<file path="src/core/cpf_regs.svh">
// register offsets, field positions, reset values and timing counts for card power control
`ifndef CPF_REGS_SVH
`define CPF_REGS_SVH
`define CPF_ADDR_CTRL 8'h00
`define CPF_ADDR_STAT 8'h04
`define CPF_ADDR_IRQ_STAT 8'h08
`define CPF_ADDR_IRQ_MASK 8'h0c
`define CPF_CTRL_VSEL 0
`define CPF_CTRL_RESET 32'h0000_0000
`define CPF_EV_OVERCUR 0
`define CPF_EV_VDD_FAULT 1
`define CPF_EV_VCC_FAULT 2
`define CPF_EV_RECOVERED 3
`define CPF_EV_IGNORED 4
`define CPF_EV_WIDTH 5
`define CPF_MASK_RESET 5'h00
`define CPF_CLK_MHZ 125
`define CPF_STAB_TIME_MS 10
`define CPF_STAB_CYCLES (`CPF_STAB_TIME_MS * 1000 * `CPF_CLK_MHZ)
`endif

</file>
<file path="src/core/cpf_pkg.sv">
// types shared by the card power control design
package cpf_pkg;
    typedef enum logic [2:0] {
        ST_POR,
        ST_LOW_POWER,
        ST_STABILIZE,
        ST_IDLE,
        ST_SESSION,
        ST_DEACT
    } cpf_state_t;
endpackage

</file>
<file path="src/core/cpf_sync3.sv">
// three-stage synchroniser, change accepted when last two stages agree
module cpf_sync3 (
    input wire logic CLOCK_IN,
    input wire logic RST_N_IN,
    input wire logic async_in,
    input wire logic reset_val_in,
    output logic level_out
);
    typedef struct packed {
        logic s1;
        logic s2;
        logic s3;
        logic lvl;
    } cpf_sync_t;
    cpf_sync_t st_q, st_d;
    // shift chain and agreement filter
    always_comb
    begin
        st_d = st_q;
        st_d.s1 = async_in;
        st_d.s2 = st_q.s1;
        st_d.s3 = st_q.s2;
        if (st_q.s2 == st_q.s3)
        begin
            st_d.lvl = st_q.s3;
        end
    end
    always_ff @(posedge CLOCK_IN or negedge RST_N_IN)
    begin
        if (!RST_N_IN)
        begin
            st_q <= '0;
        end
        else
        begin
            st_q <= st_d;
        end
    end
    assign level_out = st_q.lvl ^ reset_val_in;
endmodule // cpf_sync3

</file>
<file path="src/core/cpf_stab_timer.sv">
// stabilization down-counter, loaded on request, done pulse at expiry
`include "cpf_regs.svh"
module cpf_stab_timer #(
    parameter int unsigned STAB_CYCLES = `CPF_STAB_CYCLES
) (
    input wire logic CLOCK_IN,
    input wire logic RST_N_IN,
    input wire logic load_in,
    output logic busy_out,
    output logic done_out
);
    typedef struct packed {
        logic [23:0] cnt;
        logic busy;
        logic done;
    } cpf_tmr_t;
    cpf_tmr_t st_q, st_d;
    // count down; done pulses in the cycle after the last count
    always_comb
    begin
        st_d = st_q;
        st_d.done = 1'b0;
        if (load_in)
        begin
            st_d.cnt = 24'(STAB_CYCLES - 1);
            st_d.busy = 1'b1;
        end
        else if (st_q.busy)
        begin
            if (st_q.cnt == 24'h000000)
            begin
                st_d.busy = 1'b0;
                st_d.done = 1'b1;
            end
            else
            begin
                st_d.cnt = st_q.cnt - 24'h000001;
            end
        end
    end
    always_ff @(posedge CLOCK_IN or negedge RST_N_IN)
    begin
        if (!RST_N_IN)
        begin
            st_q <= '0;
        end
        else
        begin
            st_q <= st_d;
        end
    end
    assign busy_out = st_q.busy;
    assign done_out = st_q.done;
endmodule // cpf_stab_timer

</file>
<file path="src/core/cpf_top.sv">
// power-down, fault and voltage-select control of a card interface
//
// Our own choices: the Wishbone interface to the registers and the register addresses.
`include "cpf_regs.svh"
// Operation
// - a high power-down request in idle or stabilization puts the block in its low-power state with analog, oscillators and converter off;
//   the code enters it from idle only while the activation request is high.
// - card presence detection keeps working in low power so card insertion drives the interrupt high.
// - normal operation resumes only after the 10 ms stabilization once power-down falls.
// - with a card present the interrupt goes high exactly as stabilization ends.
// - activation falls during power-down or stabilization are ignored and the card stays inactive.
// - activation is edge-sensitive, so the host re-toggles it after stabilization to start a session.
// - an over-current starts deactivation and drives the interrupt low.
// - a fault from either supply supervisor starts deactivation.
// - the host supply supervisor resets the sequencer at power-on and forces deactivation on a fault.
// - the sequencer enables the converter and the voltage select picks 5 V or 3 V.
// - in idle and low power the interrupt shows card presence, inside a session a low level marks a fault.
module cpf_top #(
    parameter int unsigned STAB_CYCLES = `CPF_STAB_CYCLES
) (
    input wire logic CLOCK_IN,
    input wire logic RST_N_IN,
    input wire logic POWER_DOWN_REQUEST_IN,
    input wire logic ACTIVATION_REQUEST_N_IN,
    input wire logic CARD_PRESENT_DETECT_IN,
    input wire logic CARD_VOLTAGE_SELECT_IN,
    input wire logic OVER_CURRENT_IN,
    input wire logic VDD_OK_IN,
    input wire logic VCC_OK_IN,
    input wire logic WB_CYC_IN,
    input wire logic WB_STB_IN,
    input wire logic WB_WE_IN,
    input wire logic [7:0] WB_ADR_IN,
    input wire logic [3:0] WB_SEL_IN,
    input wire logic [31:0] WB_DAT_IN,
    output logic [31:0] WB_DAT_OUT,
    output logic WB_ACK_OUT,
    output logic LOW_POWER_STATE_OUT,
    output logic CONVERTER_ENABLE_OUT,
    output logic CONVERTER_5V_OUT,
    output logic DEACTIVATE_OUT,
    output logic INTERRUPT_N_OUT,
    output logic IRQ_OUT
);
    typedef struct packed {
        cpf_pkg::cpf_state_t state;
        logic act_prev;
        logic vsel_cfg;
        logic [`CPF_EV_WIDTH-1:0] irq_stat;
        logic [`CPF_EV_WIDTH-1:0] irq_mask;
        logic [31:0] rdata;
        logic ack;
        logic low_power;
        logic conv_en;
        logic conv_5v;
        logic deact;
        logic int_n;
        logic irq;
        logic vdd_prev;
    } cpf_top_t;

    cpf_top_t st_q, st_d;
    logic power_down_request_s, act_n_s, card_present_detect_s, ocur_s, vdd_s, vcc_s, vsel_s;
    logic tmr_load, tmr_busy, tmr_done;
    logic act_fall, fault, wr, rd;
    logic [`CPF_EV_WIDTH-1:0] ev;
    logic [5:0] pin_raw;
    logic [5:0] pin_s;

    // pin synchronisers; activation request idles high
    assign pin_raw = {CARD_VOLTAGE_SELECT_IN, VCC_OK_IN, VDD_OK_IN, OVER_CURRENT_IN,
                      CARD_PRESENT_DETECT_IN, POWER_DOWN_REQUEST_IN};
    genvar gi;
    generate
        for (gi = 0; gi < 6; gi++)
        begin : g_sync
            cpf_sync3 u_sync (
                .CLOCK_IN(CLOCK_IN),
                .RST_N_IN(RST_N_IN),
                .async_in(pin_raw[gi]),
                .reset_val_in(1'b0),
                .level_out(pin_s[gi])
            );
        end
    endgenerate
    cpf_sync3 u_sync_act (
        .CLOCK_IN(CLOCK_IN),
        .RST_N_IN(RST_N_IN),
        .async_in(~ACTIVATION_REQUEST_N_IN),
        .reset_val_in(1'b1),
        .level_out(act_n_s)
    );
    assign {vsel_s, vcc_s, vdd_s, ocur_s, card_present_detect_s, power_down_request_s} = pin_s;

    cpf_stab_timer #(
        .STAB_CYCLES(STAB_CYCLES)
    ) u_timer (
        .CLOCK_IN(CLOCK_IN),
        .RST_N_IN(RST_N_IN),
        .load_in(tmr_load),
        .busy_out(tmr_busy),
        .done_out(tmr_done)
    );

    // edge and fault decode
    assign act_fall = st_q.act_prev & ~act_n_s;
    assign fault = ocur_s | ~vdd_s | ~vcc_s;
    assign wr = WB_CYC_IN & WB_STB_IN & WB_WE_IN & ~st_q.ack;
    assign rd = WB_CYC_IN & WB_STB_IN & ~WB_WE_IN & ~st_q.ack;

    // load on power-down release or supervisor release
    always_comb
    begin
        tmr_load = 1'b0;
        if (st_q.state == cpf_pkg::ST_LOW_POWER && !power_down_request_s)
        begin
            tmr_load = 1'b1;
        end
        if (st_q.state == cpf_pkg::ST_POR && vdd_s)
        begin
            tmr_load = 1'b1;
        end
    end

    // main sequencer, interrupt and register file
    always_comb
    begin
        st_d = st_q;
        st_d.act_prev = act_n_s;
        st_d.vdd_prev = vdd_s;
        st_d.ack = 1'b0;
        ev = '0;
        unique case (st_q.state)
            cpf_pkg::ST_POR:
            begin
                if (vdd_s)
                begin
                    st_d.state = cpf_pkg::ST_STABILIZE;
                end
            end
            cpf_pkg::ST_LOW_POWER:
            begin
                if (act_fall)
                begin
                    ev[`CPF_EV_IGNORED] = 1'b1;
                end
                if (!power_down_request_s)
                begin
                    st_d.state = cpf_pkg::ST_STABILIZE;
                end
            end
            cpf_pkg::ST_STABILIZE:
            begin
                if (act_fall)
                begin
                    ev[`CPF_EV_IGNORED] = 1'b1;
                end
                if (power_down_request_s)
                begin
                    st_d.state = cpf_pkg::ST_LOW_POWER;
                end
                else if (tmr_done)
                begin
                    st_d.state = cpf_pkg::ST_IDLE;
                    ev[`CPF_EV_RECOVERED] = 1'b1;
                end
            end
            cpf_pkg::ST_IDLE:
            begin
                if (power_down_request_s && act_n_s)
                begin
                    st_d.state = cpf_pkg::ST_LOW_POWER;
                end
                else if (act_fall && card_present_detect_s && !fault)
                begin
                    st_d.state = cpf_pkg::ST_SESSION;
                end
            end
            cpf_pkg::ST_SESSION:
            begin
                if (fault || !card_present_detect_s)
                begin
                    st_d.state = cpf_pkg::ST_DEACT;
                    ev[`CPF_EV_OVERCUR] = ocur_s;
                    ev[`CPF_EV_VDD_FAULT] = ~vdd_s;
                    ev[`CPF_EV_VCC_FAULT] = ~vcc_s;
                end
                else if (act_n_s)
                begin
                    st_d.state = cpf_pkg::ST_IDLE;
                end
            end
            cpf_pkg::ST_DEACT:
            begin
                if (act_n_s)
                begin
                    st_d.state = cpf_pkg::ST_IDLE; // host ends the session
                end
            end
            default:
            begin
                st_d.state = cpf_pkg::ST_POR;
            end
        endcase
        if (!vdd_s)
        begin
            st_d.state = cpf_pkg::ST_POR;
        end
        // outputs of the sequencer
        st_d.low_power = (st_d.state == cpf_pkg::ST_LOW_POWER);
        st_d.conv_en = (st_d.state == cpf_pkg::ST_SESSION);
        st_d.conv_5v = st_q.vsel_cfg | vsel_s;
        st_d.deact = (st_d.state == cpf_pkg::ST_DEACT);
        // host-supply loss in a session still shows deactivation while held in power-on
        if (st_d.state == cpf_pkg::ST_POR && (st_q.deact || st_q.state == cpf_pkg::ST_SESSION))
        begin
            st_d.deact = 1'b1;
        end
        if (st_d.state == cpf_pkg::ST_SESSION || st_d.state == cpf_pkg::ST_DEACT)
        begin
            st_d.int_n = (st_d.state == cpf_pkg::ST_SESSION);
        end
        else if (st_d.state == cpf_pkg::ST_STABILIZE || st_d.state == cpf_pkg::ST_POR)
        begin
            st_d.int_n = 1'b0;
        end
        else
        begin
            st_d.int_n = card_present_detect_s;
        end
        // bus access; set wins over clear
        if (wr)
        begin
            st_d.ack = 1'b1;
            if (WB_ADR_IN == `CPF_ADDR_CTRL && WB_SEL_IN[0])
            begin
                st_d.vsel_cfg = WB_DAT_IN[`CPF_CTRL_VSEL];
            end
            if (WB_ADR_IN == `CPF_ADDR_IRQ_MASK && WB_SEL_IN[0])
            begin
                st_d.irq_mask = WB_DAT_IN[`CPF_EV_WIDTH-1:0];
            end
            if (WB_ADR_IN == `CPF_ADDR_IRQ_STAT && WB_SEL_IN[0])
            begin
                st_d.irq_stat = st_q.irq_stat & ~WB_DAT_IN[`CPF_EV_WIDTH-1:0];
            end
        end
        st_d.irq_stat = st_d.irq_stat | ev;
        if (rd)
        begin
            st_d.ack = 1'b1;
            unique case (WB_ADR_IN)
                `CPF_ADDR_CTRL: st_d.rdata = {31'h0, st_q.vsel_cfg};
                `CPF_ADDR_STAT: st_d.rdata = {25'h0, st_q.int_n, card_present_detect_s, 2'h0, 3'(st_q.state)};
                `CPF_ADDR_IRQ_STAT: st_d.rdata = {27'h0, st_q.irq_stat};
                `CPF_ADDR_IRQ_MASK: st_d.rdata = {27'h0, st_q.irq_mask};
                default: st_d.rdata = 32'h0000_0000;
            endcase
        end
        st_d.irq = |(st_d.irq_stat & st_d.irq_mask);
    end

    always_ff @(posedge CLOCK_IN or negedge RST_N_IN)
    begin
        if (!RST_N_IN)
        begin
            st_q <= '0;
            st_q.act_prev <= 1'b1;
            st_q.irq_mask <= `CPF_MASK_RESET;
            st_q.state <= cpf_pkg::ST_POR;
        end
        else
        begin
            st_q <= st_d;
        end
    end

    assign WB_DAT_OUT = st_q.rdata;
    assign WB_ACK_OUT = st_q.ack;
    assign LOW_POWER_STATE_OUT = st_q.low_power;
    assign CONVERTER_ENABLE_OUT = st_q.conv_en;
    assign CONVERTER_5V_OUT = st_q.conv_5v;
    assign DEACTIVATE_OUT = st_q.deact;
    assign INTERRUPT_N_OUT = st_q.int_n;
    assign IRQ_OUT = st_q.irq;

    // checks
    AST_LOWPWR_ENTRY: assert property (@(posedge CLOCK_IN) disable iff (!RST_N_IN)
        (st_q.state == cpf_pkg::ST_IDLE && power_down_request_s && act_n_s && vdd_s) |=> LOW_POWER_STATE_OUT)
        else $error("low power not entered");
    AST_NO_CONV_LP: assert property (@(posedge CLOCK_IN) disable iff (!RST_N_IN)
        LOW_POWER_STATE_OUT |-> !CONVERTER_ENABLE_OUT)
        else $error("converter on in low power");
    AST_CARD_PRESENT_DETECT_LP: assert property (@(posedge CLOCK_IN) disable iff (!RST_N_IN)
        (st_q.state == cpf_pkg::ST_LOW_POWER && $past(st_q.state) == cpf_pkg::ST_LOW_POWER)
        |-> INTERRUPT_N_OUT == $past(card_present_detect_s))
        else $error("presence not shown in low power");
    AST_STAB_HOLD: assert property (@(posedge CLOCK_IN) disable iff (!RST_N_IN)
        (st_q.state == cpf_pkg::ST_STABILIZE && tmr_busy) |=> st_q.state != cpf_pkg::ST_IDLE)
        else $error("left stabilization early");
    AST_RECOVER_INT: assert property (@(posedge CLOCK_IN) disable iff (!RST_N_IN)
        (st_q.state == cpf_pkg::ST_STABILIZE && tmr_done && !power_down_request_s && vdd_s && card_present_detect_s)
        |=> INTERRUPT_N_OUT && $rose(INTERRUPT_N_OUT))
        else $error("interrupt not raised at recovery");
    AST_IGNORE_ACT: assert property (@(posedge CLOCK_IN) disable iff (!RST_N_IN)
        (st_q.state inside {cpf_pkg::ST_LOW_POWER, cpf_pkg::ST_STABILIZE}) |=> !CONVERTER_ENABLE_OUT)
        else $error("activation accepted too early");
    AST_FAULT_DEACT: assert property (@(posedge CLOCK_IN) disable iff (!RST_N_IN)
        (st_q.state == cpf_pkg::ST_SESSION && fault) |=> DEACTIVATE_OUT && !INTERRUPT_N_OUT)
        else $error("fault did not deactivate");
    AST_VDD_RESET: assert property (@(posedge CLOCK_IN) disable iff (!RST_N_IN)
        !vdd_s |=> st_q.state == cpf_pkg::ST_POR && !CONVERTER_ENABLE_OUT)
        else $error("supply fault did not reset sequencer");
    AST_VSEL: assert property (@(posedge CLOCK_IN) disable iff (!RST_N_IN)
        ##1 CONVERTER_5V_OUT == ($past(vsel_s) | $past(st_q.vsel_cfg)))
        else $error("voltage select not followed");
endmodule // cpf_top

</file>
<file path="config.mk">
export PLATFORM = sky130hd
export DESIGN_NAME = cpf_top
export DESIGN_NICKNAME = d
export VERILOG_FILES = /design/src/core/cpf_pkg.sv /design/src/core/cpf_sync3.sv /design/src/core/cpf_stab_timer.sv /design/src/core/cpf_top.sv
export VERILOG_INCLUDE_DIRS = /design/src /design/src/core
export SDC_FILE = /design/constraint.sdc
export NUM_CORES = 1
export LEC_CHECK = 0
export BUFFER_PORTS_ARGS = -buffer_cell sky130_fd_sc_hd__buf_2
export CORE_MARGIN = 3
export CORE_UTILIZATION = 23
export DETAILED_ROUTE_END_ITERATION = 8
export SYNTH_ARGS = -nofsm -noshare
export SYNTH_HDL_FRONTEND = slang
export SYNTH_SLANG_ARGS = --single-unit
</file>
<file path="constraint.sdc">
create_clock -name CLOCK_IN -period 2.7 [get_ports CLOCK_IN]
set_clock_uncertainty 0.2 [all_clocks]
set_input_delay 0.675 -clock CLOCK_IN [delete_from_list [all_inputs] [get_ports CLOCK_IN]]
set_output_delay 0.675 -clock CLOCK_IN [all_outputs]
set_load 0.1 [all_outputs]
</file>
# Yosys cells after proc, flatten, opt, wreduce, memory -nomap -nowiden
# Cells that the tools add are included.
[word_totals]
ff_bits = 83
inputBits = 56
out_inout_bits = 39
elab_cells = 141
[op_classes]
n_addsub = 1
n_eq_ne = 20
n_mux = 32
n_bitwise = 19
reduce_logical = 25
[op_table]
columns = ["op", "n"]
rows = [
  ["two-way mux 3 bit", 10],
  ["one-hot mux 7 bit (4 select lines)", 1],
  ["two-way mux 26 bit", 1],
  ["two-way mux 25 bit", 1],
  ["zero test 24 bit", 1],
  ["two-way mux 24 bit", 1],
  ["subtractor 24 x 1 -> 24 bit (second input constant)", 1],
  ["one-hot mux 3 bit (6 select lines)", 1],
  ["equality test 8 x 4 -> 1 bit (second input constant)", 2],
  ["two-way mux 1 bit", 13],
  ["equality test 3 bit (second input constant)", 4],
  ["bitwise AND 5 bit", 2],
  ["two-way mux 10 bit", 1],
  ["two-way mux 5 bit", 2],
  ["equality test 3 x 2 -> 1 bit (second input constant)", 3],
  ["logical AND 1 bit", 9],
  ["equality test 8 x 3 -> 1 bit (second input constant)", 1],
  ["zero test 8 bit", 1],
  ["equality test 1 bit", 7],
  ["bitwise AND 1 bit", 6],
  ["equality test 3 x 1 -> 1 bit (second input constant)", 2],
  ["zero test 3 bit", 2],
  ["inverter 1 bit", 6],
  ["inverter 5 bit", 1],
  ["10 further kinds", 18],
]

# Logic depth before layout (Yosys ltp)
# Gate-level depths: netlist of the first run.
[logic_depth]
depth_word = 13
ltp_mapped = 8

# By module
# From an unflattened synthesis of the first run, not the netlist that was laid out.
[unflattened]
cells_unflattened = 366
hier_area_um2 = 3981.3
[by_module_without_submodules]
columns = ["mod", "n_inst", "cells_per_inst", "area_per_inst_um2", "seq_area_each_um2"]
rows = [
  ["cpf_top", 1, 182, 1747.9, 726.9],
  ["cpf_stab_timer", 1, 142, 1392.6, 650.6],
  ["cpf_sync3", 7, 6, 120.1, 100.1],
]

# Worst setup path after synthesis of the first run
# No wires, ideal clock.
[synth_timing]
path_type = "reg2reg"
startpoint = "register st_q, in the netlist WB_ACK_OUT"
endpoint = "register st_q, in the netlist IRQ_OUT"
arrival_ns = 2.000
t_required_ns = 2.367
setup_slack_ns = 0.368
path_stages_with_launch = 7
path_buffers = 1
synth_period_minus_slack_ns = 2.332
cell_sequence = "dfrtp_1 > and3b_1 > clkbuf_1 > nand4_1 > mux2_2 > a32oi_1 > nand4_1"
[synth_rtl]
columns = ["element", "line_no", "source"]
rows = [
  ["start, declared", "cpf_top.sv:62", "cpf_top_t st_q, st_d;"],
  ["start signal, assigned", "cpf_top.sv:274", "st_q <= st_d;"],
]

# Worst setup path after layout of the first run
[layout_timing]
startpoint = "register u_timer.st_q[13] (netlist name)"
endpoint = "register u_timer.st_q[24] (netlist name)"
[layout_via]
elab_chain_len = 4
[layout_lines]
columns = ["element", "line_no", "source"]
rows = [
  ["start, declared", "cpf_stab_timer.sv:17", "cpf_tmr_t st_q, st_d;"],
  ["start signal, assigned", "cpf_stab_timer.sv:49", "st_q <= st_d;"],
  ["subtractor 24 x 1 -> 24 bit", "cpf_stab_timer.sv:37", "st_d.cnt = st_q.cnt - 24'h000001;"],
  ["two-way mux 24 bit", "cpf_stab_timer.sv:30", "if (st_q.cnt == 24'h000000)"],
  ["two-way mux 26 bit", "cpf_stab_timer.sv:28", "else if (st_q.busy)"],
  ["two-way mux 25 bit", "cpf_stab_timer.sv:23", "if (load_in)"],
]
# Parallel ways exist; a longest one is shown, timed or not. The select of a mux whose other input is x is not followed.
# A chain may end at the register's enable or synchronous reset.

==> metrics.sh, run 1 <==
LAYOUT.CELL_AREA.NON_FILLER_UM2=4580
CRIT_PATH_CELL_TRACE='or4_1, nor3_1, nand2_2, or4_1, a21oi_1'
FP.DIEW_UM=136
LAYOUT_MIN_CYCLE_TIME_NS=2.45
GRT_PASS1_VIAS=2713
AVGSYNTHCELLAREA_UM2=10.7
GLOBAL_ROUTE_WIRE_LENGTH_BEFORE_REPAIR_UM=12900
GLOBAL_ROUTE.OVERFLOW_TOTAL=0
CTS_ROOT_BUFFER='sky130_fd_sc_hd__clkbuf_16'
VIA_COUNT=2720
CRIT_TYPE='reg -> reg'
HOLDPATHSTAGES=0
CTS-HOLD-FIX-BUFFERS=0
SHARE_OF_THE_SYNTHESIZED_AREA_IN_THE_TOP_CELL_TYPE_PCT=52.8
CTS_SETUP_BUFFERS=0
DRT_PASS1_ITERATIONS=4
NETLIST_TOP_CELLS_AREA='sky130_fd_sc_hd__dfrtp_1 (53%), sky130_fd_sc_hd__buf_4 (6.2%), sky130_fd_sc_hd__nand2_1 (2.7%), sky130_fd_sc_hd__o21ai_0 (2.4%), sky130_fd_sc_hd__mux2_2 (2.3%)'
CPPEAKSTAGEDELAY_NS=0.65
SETUP.WORST_PATH.START='u_timer.st_q[13]'
AREA_GROWTH_PCT=18.0
TIGHTEST_SLEW_NS=0.591
TIMING.REG2REG.WORST_PATH_DEPTH=5
PERIOD_SHARE_PCT=90.9
GRT_SETUP_UNREPAIRED='false'
AVGROUTEDWIREPERCELL_UM=12.3
HOLD_START='u_sync_act.st_d[2]'
CRITICAL_PATH.STARTPOINT_TYPE='register'
CTS_HTREE_LEVELS=3
SYN_AREA_UM2=3880
POST-SYNTH-TOP-COUNT-CELL='sky130_fd_sc_hd__dfrtp_1'
DETAILED_PLACE.AREA_UM2=4260
CLOCK_PATH_BUFFERS=2
FINALNETCOUNT=464
ASYNCSETRESETFLOPFRACSYNTH_PCT=100
SHARE_OF_POST_ROUTE_CELLS_WITH_DRIVE_STRENGTH_ABOVE_1_PCT=22.1
COUNT_OF_MAX_CAP_CONSTRAINT_VIOLATIONS=0
HOLDCRITPATHCLASS='reg -> reg'
WORST_PATH_MOST_REPEATED_CELL='sky130_fd_sc_hd__or4_1'
PATH_BUF_INV=0
SETUP_VIOL=0
SYNTH_TOP_AREA_CELL='sky130_fd_sc_hd__dfrtp_1'
ROUTE.FINAL.WIRE_LENGTH_UM=7760
GLOBAL_ROUTE.USAGE.TOTAL_PCT=8.76
CP-END-KIND='register'
TOTAL_LEAKAGE_POWER_nW=1.98
YOSYS.CELL_TYPES.COUNT=56
CTS.REPAIR.RESIZED=0
POST_SYNTHESIS_REGISTER_BIT_COUNT=83
SLEW_VIOL_FINAL=0
REPORT.FINAL.HOLD_VIOL_COUNT=0
TIMING.CRITICAL_PATH.SLOWEST_STAGE_CELL='sky130_fd_sc_hd__or4_1'
NUMCTSBUFFERS=9
ANTENNA_FOUND_INITIAL=0
SETUP_TOTAL_NEGATIVE_SLACK_NS=0
CLKSLEWWORSTSETUPHOLDPATHS_NS=0.06
DPL.HPWL_UM=5650
NUM_PORTS=95
DIEAREA_UM2=18500
MAX_SLEW_MARGIN_PCT=60.2
DETAILEDROUTE.FIRSTITERATIONVIOLATIONS=109
PORT_BUFFERS=39
ANTENNA_CELLS_INSERTED=0
HIGHEST_ATTAINABLE_CLOCK_FREQUENCY_GHz=0.408
PLACE_WORST_SETUP_SLACK_NS=0.221
DATA_REQUIRED_TIME_OF_THE_CRITICAL_PATH_NS=2.76
CP.DEPTH=5
DESIGN.CORE.AREA_UM2=16200
SYNTH_SEQ_AREA_SHARE_PCT=53.5
POST_SYNTH_INST_COUNT=363
CTS_TREE='yes'
POSTROUTEANTENNANETS=0
FP-ROW-COUNT=46
DRC=0
PLACE_CONGESTION=0.786
SYNTH-EDFF-COUNT=0
GRT_MAX_DEGREE=43
POWER_PER_CELL_AREA_nW_PER_UM2=689
YS.WARNINGS.COUNT=0
CHIP_HEIGHT_UM=136
VIA_PER_INST=4.33
CLKLATENCYLATEPIN_NS=0.34
CRITICAL_PATH.TOP_DELAY_FAMILY='simple AND/OR/NAND/NOR gates'
VDD_DROP_MAX_mV=0.307
REG2REG_FROM='u_timer.st_q[13]'
FINAL_CRITICAL_PATH_SETUP_SLACK_NS=0.247
START_UTIL_PCT=23.9
POSTSYNTH.TOPFLOPCELL='sky130_fd_sc_hd__dfrtp_1'
CRITPATHARRIVALTIME_NS=2.51
CLKSINKCOUNT=83
SYNTH_COMMON_CELLS='sky130_fd_sc_hd__dfrtp_1 (82), sky130_fd_sc_hd__buf_4 (32), sky130_fd_sc_hd__nand2_1 (28)'
CRITICAL_PATH_PEAK_FANOUT=7
RUN_STATUS='complete, no violations'
[cell type report]
class,instances,area [um2]
clock buffer,9,225
clock inverter,7,98.8
fill,1722,11600
inverter,9,33.8
multi-input combinational,252,1580
sequential,83,2080
tap,216,270
timing repair buffer,52,295
[through the flow]
step	hold WS [ns]	cells	utilization (%)	power [mW]
global route	0.154	628	28.2	3.31
global placement	0.135	612	26.2	1.85
CTS	0.150	628	28.2	3.20
floorplan	0.131	387	-	1.78
detailed placement	0.136	612	26.2	1.87
finish	0.148	628	28.2	3.16
[metal layers]
layer / global-route usage, % / routed length, um
met1: 10.3 / 3330
met2: 14.8 / 3840
met3: 3.33 / 497
met4: 2.80 / 79
met5: 0 / 0
[final timing paths]
check | to | slack (ns)
min in group asynchronous | CONVERTER_5V_OUT | 0.20
worst min register to register | u_sync_act.st_d[1] | 0.15
worst min-delay path | u_sync_act.st_d[1] | 0.15
max in group asynchronous | st_q[51] | 1.72
worst max-delay path | u_timer.st_q[24] | 0.25
worst max register to register | u_timer.st_q[24] | 0.25
[state kept, by name, summed over array words and instances (netlist names)]
| signal | count |
|---|---|
| WB_ACK_OUT | 1 |
| INTERRUPT_N_OUT | 1 |
| st_q | 15 |
| CONVERTER_5V_OUT | 1 |
| g_sync.u_sync.st_q | 12 |
| u_sync_act.st_q | 2 |
| DEACTIVATE_OUT | 1 |
| u_timer.done_out | 1 |
| IRQ_OUT | 1 |
| g_sync.u_sync.st_d | 12 |
| LOW_POWER_STATE_OUT | 1 |
| WB_DAT_OUT | 7 |
| u_timer.busy_out | 1 |
| u_sync_act.st_d | 2 |
| CONVERTER_ENABLE_OUT | 1 |
| u_timer.st_q | 24 |
[logic make-up after synthesis]
| logic type | after synthesis | share of synthesized area [%] |
|---|---|---|
| AND/OR/NAND/NOR | 135 | 19.8 |
| flip-flops | 83 | 53.5 |
| AO/OA/AOI/OAI | 58 | 9.57 |
| buffers and inverters | 52 | 8.12 |
| XOR/XNOR | 15 | 3.38 |
| multiplexers | 11 | 3.41 |
| adder cells (fa/ha/maj) | 8 | 2.13 |
| other | 1 | 0.0965 |
[cells in the final DEF (no fill, tap or decap), types with 8 or more instances in the layout]
master                      Yosys  routed
sky130_fd_sc_hd__nand3_1       14      14
sky130_fd_sc_hd__nor2b_1        8       8
sky130_fd_sc_hd__nand2_1       28      28
sky130_fd_sc_hd__nor2_1        17      17
sky130_fd_sc_hd__o21ai_0       19      19
sky130_fd_sc_hd__a21oi_1       10      10
sky130_fd_sc_hd__inv_1          9       9
sky130_fd_sc_hd__clkbuf_16      0       9
sky130_fd_sc_hd__xnor2_1        8       8
sky130_fd_sc_hd__buf_4         32      14
sky130_fd_sc_hd__nor3_1         9       9
sky130_fd_sc_hd__conb_1         1      25
sky130_fd_sc_hd__mux2_2         8       8
sky130_fd_sc_hd__buf_2          0      38
sky130_fd_sc_hd__dfrtp_1       82      82
[power breakdown]
part	switching, mW	internal (mW)	leakage [nW]
Sequential	0.0638	1.31	1.02
Clock	0.500	0.816	0.156
Combinational	0.349	0.118	0.807
(Power assumes the default switching activity.)
==> run 2, diff against run 1 <==
--- a/config.mk
+++ b/config.mk
@@ -6,9 +6,10 @@
 export SDC_FILE = /design/constraint.sdc
 export NUM_CORES = 1
 export LEC_CHECK = 0
-export BUFFER_PORTS_ARGS = -buffer_cell sky130_fd_sc_hd__buf_2
+export BUFFER_PORTS_ARGS = -buffer_cell sky130_fd_sc_hd__buf_4
 export CORE_MARGIN = 3
 export CORE_UTILIZATION = 23
+export CTS_CLUSTER_SIZE = 28
 export DETAILED_ROUTE_END_ITERATION = 8
 export SYNTH_ARGS = -nofsm -noshare
 export SYNTH_HDL_FRONTEND = slang
==> metrics.sh, run 2 (synthesis results as in run 1) <==
VIA_COUNT=2779
COUNT_OF_MAX_CAP_CONSTRAINT_VIOLATIONS=0
FIN_TOTAL_PWR_mW=3.06
GRT_SETUP_UNREPAIRED='false'
REGISTER_SHARE_OF_TOTAL_POWER_PCT=45.0
ANTENNA_FOUND_INITIAL=0
FP-ROW-COUNT=46
GLOBAL_ROUTE_WIRE_LENGTH_BEFORE_REPAIR_UM=13000
SHARE_CLK_OF_TOTAL_POWER_PCT=39.1
CRITICAL_PATH_PEAK_FANOUT=7
PLACE_WORST_SETUP_SLACK_NS=0.265
DIEAREA_UM2=18500
CTS_ROOT_BUFFER='sky130_fd_sc_hd__clkbuf_16'
SETUP.WORST_PATH.START='u_timer.st_q[13]'
RRSETUPSLACK_NS=0.28
MULTI_INPUT_COMB_AREA_UM2=1580
CTS.REPAIR.RESIZED=0
INTERNAL-POWER_mW=2.16
CLKSINKCOUNT=83
AVGROUTEDWIREPERCELL_UM=12.5
DATA_REQUIRED_TIME_OF_THE_CRITICAL_PATH_NS=2.75
POWER_PER_CELL_AREA_nW_PER_UM2=653
CP-END-KIND='register'
VIA_PER_INST=4.40
REG2REG_FROM='u_timer.st_q[13]'
START_UTIL_PCT=23.9
DPL.HPWL_UM=5810
TOP_REGISTERS='u_timer.st_q: 24 flops, st_q: 15 flops'
NUMCTSBUFFERS=9
CTS_HTREE_LEVELS=3
DESIGN.CORE.AREA_UM2=16200
LAYOUT.FILLER_CELLS=1691
CRIT_TYPE='reg -> reg'
SHARE_OF_POST_ROUTE_CELLS_WITH_DRIVE_STRENGTH_ABOVE_1_PCT=22.2
CRITPATHARRIVALTIME_NS=2.48
GRT_MAX_DEGREE=44
POWER.NET_SWITCHING_uW=894
CLOCK_PATH_BUFFERS=2
FINALNETCOUNT=467
TIMING.REG2REG.WORST_PATH_DEPTH=5
P_SW_SHARE_PCT=29.2
FINAL_CELLS=631
REPORT.FINAL.HOLD_VIOL_COUNT=0
SETUP_VIOL=0
FINAL_CORE_UTILIZATION_PCT=28.9
AREA_GROWTH_PCT=20.6
REGISTER_AREA_UM2=2080
TIGHTEST_SLEW_NS=0.657
DETAILEDROUTE.FIRSTITERATIONVIOLATIONS=140
RUN_STATUS='complete, no violations'
PLACED_CELLS=614
LARGEST_REG_FLOPS=24
ROUTE.FINAL.WIRE_LENGTH_UM=7910
PERIOD_SHARE_PCT=89.7
POSTROUTEANTENNANETS=0
DRT_PASS1_ITERATIONS=5
CHIP_HEIGHT_UM=136
FINAL_CRITICAL_PATH_SETUP_SLACK_NS=0.277
WORSTSETUPENDPOINT='u_timer.st_q[24]'
MAX_SLEW_MARGIN_PCT=55.8
REGISTERS.TOP_BY_FF_COUNT='u_timer.st_q'
GRT_PASS1_VIAS=2757
TOTAL_LEAKAGE_POWER_nW=2.01
SLEW_VIOL_FINAL=0
LAYOUT_MIN_CYCLE_TIME_NS=2.42
DRC=0
GLOBAL_ROUTE.OVERFLOW_TOTAL=0
VDD_DROP_MAX_mV=0.346
CRITICAL_PATH.STARTPOINT_TYPE='register'
PLACE_CONGESTION=0.816
FP.DIEW_UM=136
CLKLATENCYLATEPIN_NS=0.33
POWER.SHARE.COMBINATIONAL_PCT=15.9
NUM_PORTS=95
ANTENNA_CELLS_INSERTED=0
CTS_TREE='yes'
SETUP_TOTAL_NEGATIVE_SLACK_NS=0
PORT_BUFFERS=39
HIGHEST_COUNT_CELLS_IN_THE_LAYOUT_IGNORING_FILL_AND_TAPS='sky130_fd_sc_hd__dfrtp_1 (82), sky130_fd_sc_hd__buf_4 (53), sky130_fd_sc_hd__nand2_1 (28)'
HOLDCRITPATHCLASS='reg -> reg'
HOLDPATHSTAGES=0
CLKSLEWWORSTSETUPHOLDPATHS_NS=0.06
REG2REG_TO='u_timer.st_q[24]'
HIGHEST_ATTAINABLE_CLOCK_FREQUENCY_GHz=0.413
LAYOUT_COMMONEST_CELL='sky130_fd_sc_hd__dfrtp_1'
GLOBAL_ROUTE.USAGE.TOTAL_PCT=8.91
==> run 2: cell count changes in the layout (fill, tap and decap cells not counted) <==
cell                            before  now
sky130_fd_sc_hd__buf_12              0    1
sky130_fd_sc_hd__buf_2              38    0
sky130_fd_sc_hd__buf_4              14   53
sky130_fd_sc_hd__bufinv_16           2    1
sky130_fd_sc_hd__clkbuf_1            0    1
sky130_fd_sc_hd__clkinv_2            1    2
sky130_fd_sc_hd__dlygate4sd3_1       0    1
sky130_fd_sc_hd__inv_6               2    1
==> run 2: power by group through the flow <==
stage               sequential (mW)  combinational (mW)  clock (mW)
floorplan                      1.40               0.372           0
global placement               1.40               0.477           0
detailed placement             1.40               0.492           0
CTS                            1.38               0.494        1.24
global route                   1.39               0.534        1.30
finish                         1.38               0.487        1.19
==> run 2: worst max-delay path, cell delays in order, from the launching register on <==
cell and delay (ns):
sky130_fd_sc_hd__dfrtp_1 0.41, sky130_fd_sc_hd__or4_1 0.66, sky130_fd_sc_hd__nor3_1 0.33, sky130_fd_sc_hd__nand2_2 0.11
sky130_fd_sc_hd__or4_1 0.47, sky130_fd_sc_hd__a21oi_1 0.15
==> run 2: repair_timing <==
action,CTS,global route
hold buffers,1,0
buffers inserted,0,0
hold endpoints to repair,14,0
==> run 2: metrics by stage <==
| stage | hold slack, ns | instance area, um2 |
|---|---|---|
| after CTS | 0.150 | 4690 |
| final | 0.147 | 4690 |
| after global routing | 0.154 | 4690 |
| after floorplan | 0.131 | 3980 |
| after detailed placement | 0.136 | 4380 |
| after global placement | 0.135 | 4380 |
==> run 2: worst min path at each step <==
stage / start / end / slack [ns]
floorplan: g_sync[0].u_sync.st_d[2] / g_sync[0].u_sync.st_d[1] / 0.13
global placement: g_sync[5].u_sync.st_d[2] / g_sync[5].u_sync.st_d[1] / 0.14
detailed placement: g_sync[2].u_sync.st_d[2] / g_sync[2].u_sync.st_d[1] / 0.14
CTS: g_sync[2].u_sync.st_d[2] / g_sync[2].u_sync.st_d[1] / 0.15
global route: g_sync[0].u_sync.st_d[2] / g_sync[0].u_sync.st_d[1] / 0.15
finish: g_sync[1].u_sync.st_d[2] / g_sync[1].u_sync.st_d[1] / 0.15
==> run 2: per-layer routing <==
layer | routed length, um | up-vias | global-route usage [%]
met4 | 119 | 0 | 2.80
li1 | - | 1332 | -
met3 | 506 | 15 | 3.63
met2 | 3880 | 87 | 15.0
met1 | 3400 | 1345 | 10.4
met5 | 0 | - | 0
==> run 2: area by class of cell <==
cell class / count / area share, %
inverter: 9 / 0.721
clock buffer: 10 / 4.89
multi-input combinational: 252 / 33.8
clock inverter: 6 / 1.39
timing repair buffer: 55 / 9.13
tap: 216 / 5.77
sequential: 83 / 44.4
==> run 3, diff against run 2 <==
--- a/config.mk
+++ b/config.mk
@@ -6,11 +6,11 @@
 export SDC_FILE = /design/constraint.sdc
 export NUM_CORES = 1
 export LEC_CHECK = 0
-export BUFFER_PORTS_ARGS = -buffer_cell sky130_fd_sc_hd__buf_4
-export CORE_MARGIN = 3
+export CORE_MARGIN = 10
 export CORE_UTILIZATION = 23
 export CTS_CLUSTER_SIZE = 28
 export DETAILED_ROUTE_END_ITERATION = 8
+export DONT_BUFFER_PORTS = 1
 export SYNTH_ARGS = -nofsm -noshare
 export SYNTH_HDL_FRONTEND = slang
 export SYNTH_SLANG_ARGS = --single-unit
==> metrics.sh, run 3 (synthesis results as in run 1) <==
GLOBAL_ROUTE.OVERFLOW_TOTAL=0
FINAL_CELLS=604
CTS_HTREE_LEVELS=3
AREA_GROWTH_PCT=15.2
LAYOUT_MIN_CYCLE_TIME_NS=2.43
CTS.REPAIR.RESIZED=0
REG2REG_TO='u_timer.st_q[24]'
PLACE_CONGESTION=0.849
INTERNAL-POWER_mW=2.26
FINAL_CRITICAL_PATH_SETUP_SLACK_NS=0.268
DRT_PASS1_ITERATIONS=4
REG2REG_FROM='u_timer.st_q[13]'
PORT_BUFFERS=0
REGISTERS.TOP_BY_FF_COUNT='u_timer.st_q'
CRIT_TYPE='reg -> reg'
AVGROUTEDWIREPERCELL_UM=13.7
CRITICAL_PATH.STARTPOINT_TYPE='register'
GRT_SETUP_UNREPAIRED='false'
GRT_BUSIEST_LAYER='met2'
WHS_NS=-0.172
NUMCTSBUFFERS=9
DATA_REQUIRED_TIME_OF_THE_CRITICAL_PATH_NS=2.76
CP-END-KIND='register'
GLOBAL_ROUTE_WIRE_LENGTH_BEFORE_REPAIR_UM=13300
GRT.MET3_USAGE_PCT=4.11
GRT_MAX_DEGREE=84
GLOBAL_ROUTE.USAGE.MET1_PCT=8.22
NUM_PORTS=95
HIGHEST_ATTAINABLE_CLOCK_FREQUENCY_GHz=0.411
PLACE_WORST_SETUP_SLACK_NS=0.274
RUN_STATUS='complete, but fails checks'
SETUP_TOTAL_NEGATIVE_SLACK_NS=0
SETUP.WORST_PATH.START='u_timer.st_q[13]'
MAX_SLEW_MARGIN_PCT=61.3
ROUTE.FINAL.WIRE_LENGTH_UM=8280
START_UTIL_PCT=23.4
CLOCK_PATH_BUFFERS=2
SHARE_CLK_OF_TOTAL_POWER_PCT=42.5
WORSTSETUPENDPOINT='u_timer.st_q[24]'
LAYOUT.FILLER_CELLS=1763
TIMING.REG2REG.WORST_PATH_DEPTH=5
DETAILEDROUTE.FIRSTITERATIONVIOLATIONS=162
TOP_REGISTERS='u_timer.st_q: 24 flops, st_q: 15 flops'
PERIOD_SHARE_PCT=90.1
PLACED_CELLS=588
CTS_TREE='yes'
CLKSLEWWORSTSETUPHOLDPATHS_NS=0.06
LARGEST_REG_FLOPS=24
POWER.SHARE.COMBINATIONAL_PCT=13.5
GRT_PASS1_VIAS=2667
CTS_SETUP_BUFFERS=0
CLKLATENCYLATEPIN_NS=0.34
DIEAREA_UM2=22500
P_SW_SHARE_PCT=27.8
FP-ROW-COUNT=47
CLKSINKCOUNT=83
SETUP_VIOL=0
GLOBAL_ROUTE.USAGE.TOTAL_PCT=7.39
DPL.HPWL_UM=5980
HOLDCRITPATHCLASS='in -> async'
REGISTER_AREA_UM2=2080
DESIGN.CORE.AREA_UM2=16600
MULTI_INPUT_COMB_AREA_UM2=1580
USE_MET2_PCT=12.0
TOTAL_LEAKAGE_POWER_nW=1.87
FP.DIEW_UM=150
SHARE_OF_POST_ROUTE_CELLS_WITH_DRIVE_STRENGTH_ABOVE_1_PCT=16.1
CTS_ROOT_BUFFER='sky130_fd_sc_hd__clkbuf_16'
FINALNETCOUNT=436
RRSETUPSLACK_NS=0.27
COUNT_OF_MAX_CAP_CONSTRAINT_VIOLATIONS=0
HIGHEST_COUNT_CELLS_IN_THE_LAYOUT_IGNORING_FILL_AND_TAPS='sky130_fd_sc_hd__dfrtp_1 (82), sky130_fd_sc_hd__nand2_1 (28), sky130_fd_sc_hd__conb_1 (25)'
VIOLATIONS='hold timing'
ANTENNA_CELLS_INSERTED=0
VDD_DROP_MAX_mV=0.304
DRC=0
VIA_COUNT=2640
TIGHTEST_SLEW_NS=0.566
CRITICAL_PATH_PEAK_FANOUT=7
CHIP_HEIGHT_UM=150
CRITPATHARRIVALTIME_NS=2.49
LAYOUT_COMMONEST_CELL='sky130_fd_sc_hd__dfrtp_1'
REPORT.FINAL.HOLD_VIOL_COUNT=83
POWER.NET_SWITCHING_uW=872
ANTENNA_FOUND_INITIAL=0
REGISTER_SHARE_OF_TOTAL_POWER_PCT=44.0
POSTROUTEANTENNANETS=0
VIA_PER_INST=4.37
SLEW_VIOL_FINAL=0
POWER_PER_CELL_AREA_nW_PER_UM2=699
## run 3: power by group through the flow
stage	combinational, mW	sequential (mW)	clock [mW]
floorplan	0.372	1.40	0
global placement	0.412	1.40	0
detailed placement	0.421	1.40	0
CTS	0.422	1.38	1.37
global route	0.455	1.39	1.44
finish	0.423	1.38	1.33
## run 3: per-stage QoR
step / power, mW / util [%] / instance area [um2]
finish: 3.13 / 27.0 / 4480
global route: 3.28 / 27.0 / 4480
floorplan: 1.78 / - / 3980
detailed placement: 1.82 / 25.0 / 4150
CTS: 3.17 / 27.0 / 4480
global placement: 1.81 / 25.0 / 4150
## run 3: worst min path at each step
stage | startpoint | endpoint | slack [ns] | depth (start not counted)
final | RST_N_IN | CONVERTER_5V_OUT | -0.17 | 0
after floorplan | g_sync[0].u_sync.st_d[2] | g_sync[0].u_sync.st_d[1] | 0.13 | 0
after CTS | RST_N_IN | g_sync[1].u_sync.st_d[1] | -0.19 | 0
after detailed placement | g_sync[1].u_sync.st_d[2] | g_sync[1].u_sync.st_d[1] | 0.14 | 0
after global routing | RST_N_IN | g_sync[5].u_sync.st_d[1] | -0.20 | 0
after global placement | g_sync[1].u_sync.st_d[2] | g_sync[1].u_sync.st_d[1] | 0.14 | 0
## run 3: metal layers
layer / wire [um] / part of all wire [%]
met1: 3340 / 40
met2: 4010 / 48
met3: 856 / 10
met4: 78 / 0.94
met5: 0 / 0
## run 3: layout make-up
cell class,count,area share (%)
clock inverters,5,1.90
clock buffers,11,5.42
multi-input cells,252,35.3
well taps,220,6.15
inverters,9,0.755
flip-flops and latches,83,46.4
repair buffers,24,4.02
## run 3: critical path: stages (launching register included)
cell and delay (ns):
sky130_fd_sc_hd__dfrtp_1 0.41, sky130_fd_sc_hd__or4_1 0.67, sky130_fd_sc_hd__nor3_1 0.33, sky130_fd_sc_hd__nand2_2 0.12, sky130_fd_sc_hd__or4_1 0.47, sky130_fd_sc_hd__a21oi_1 0.16
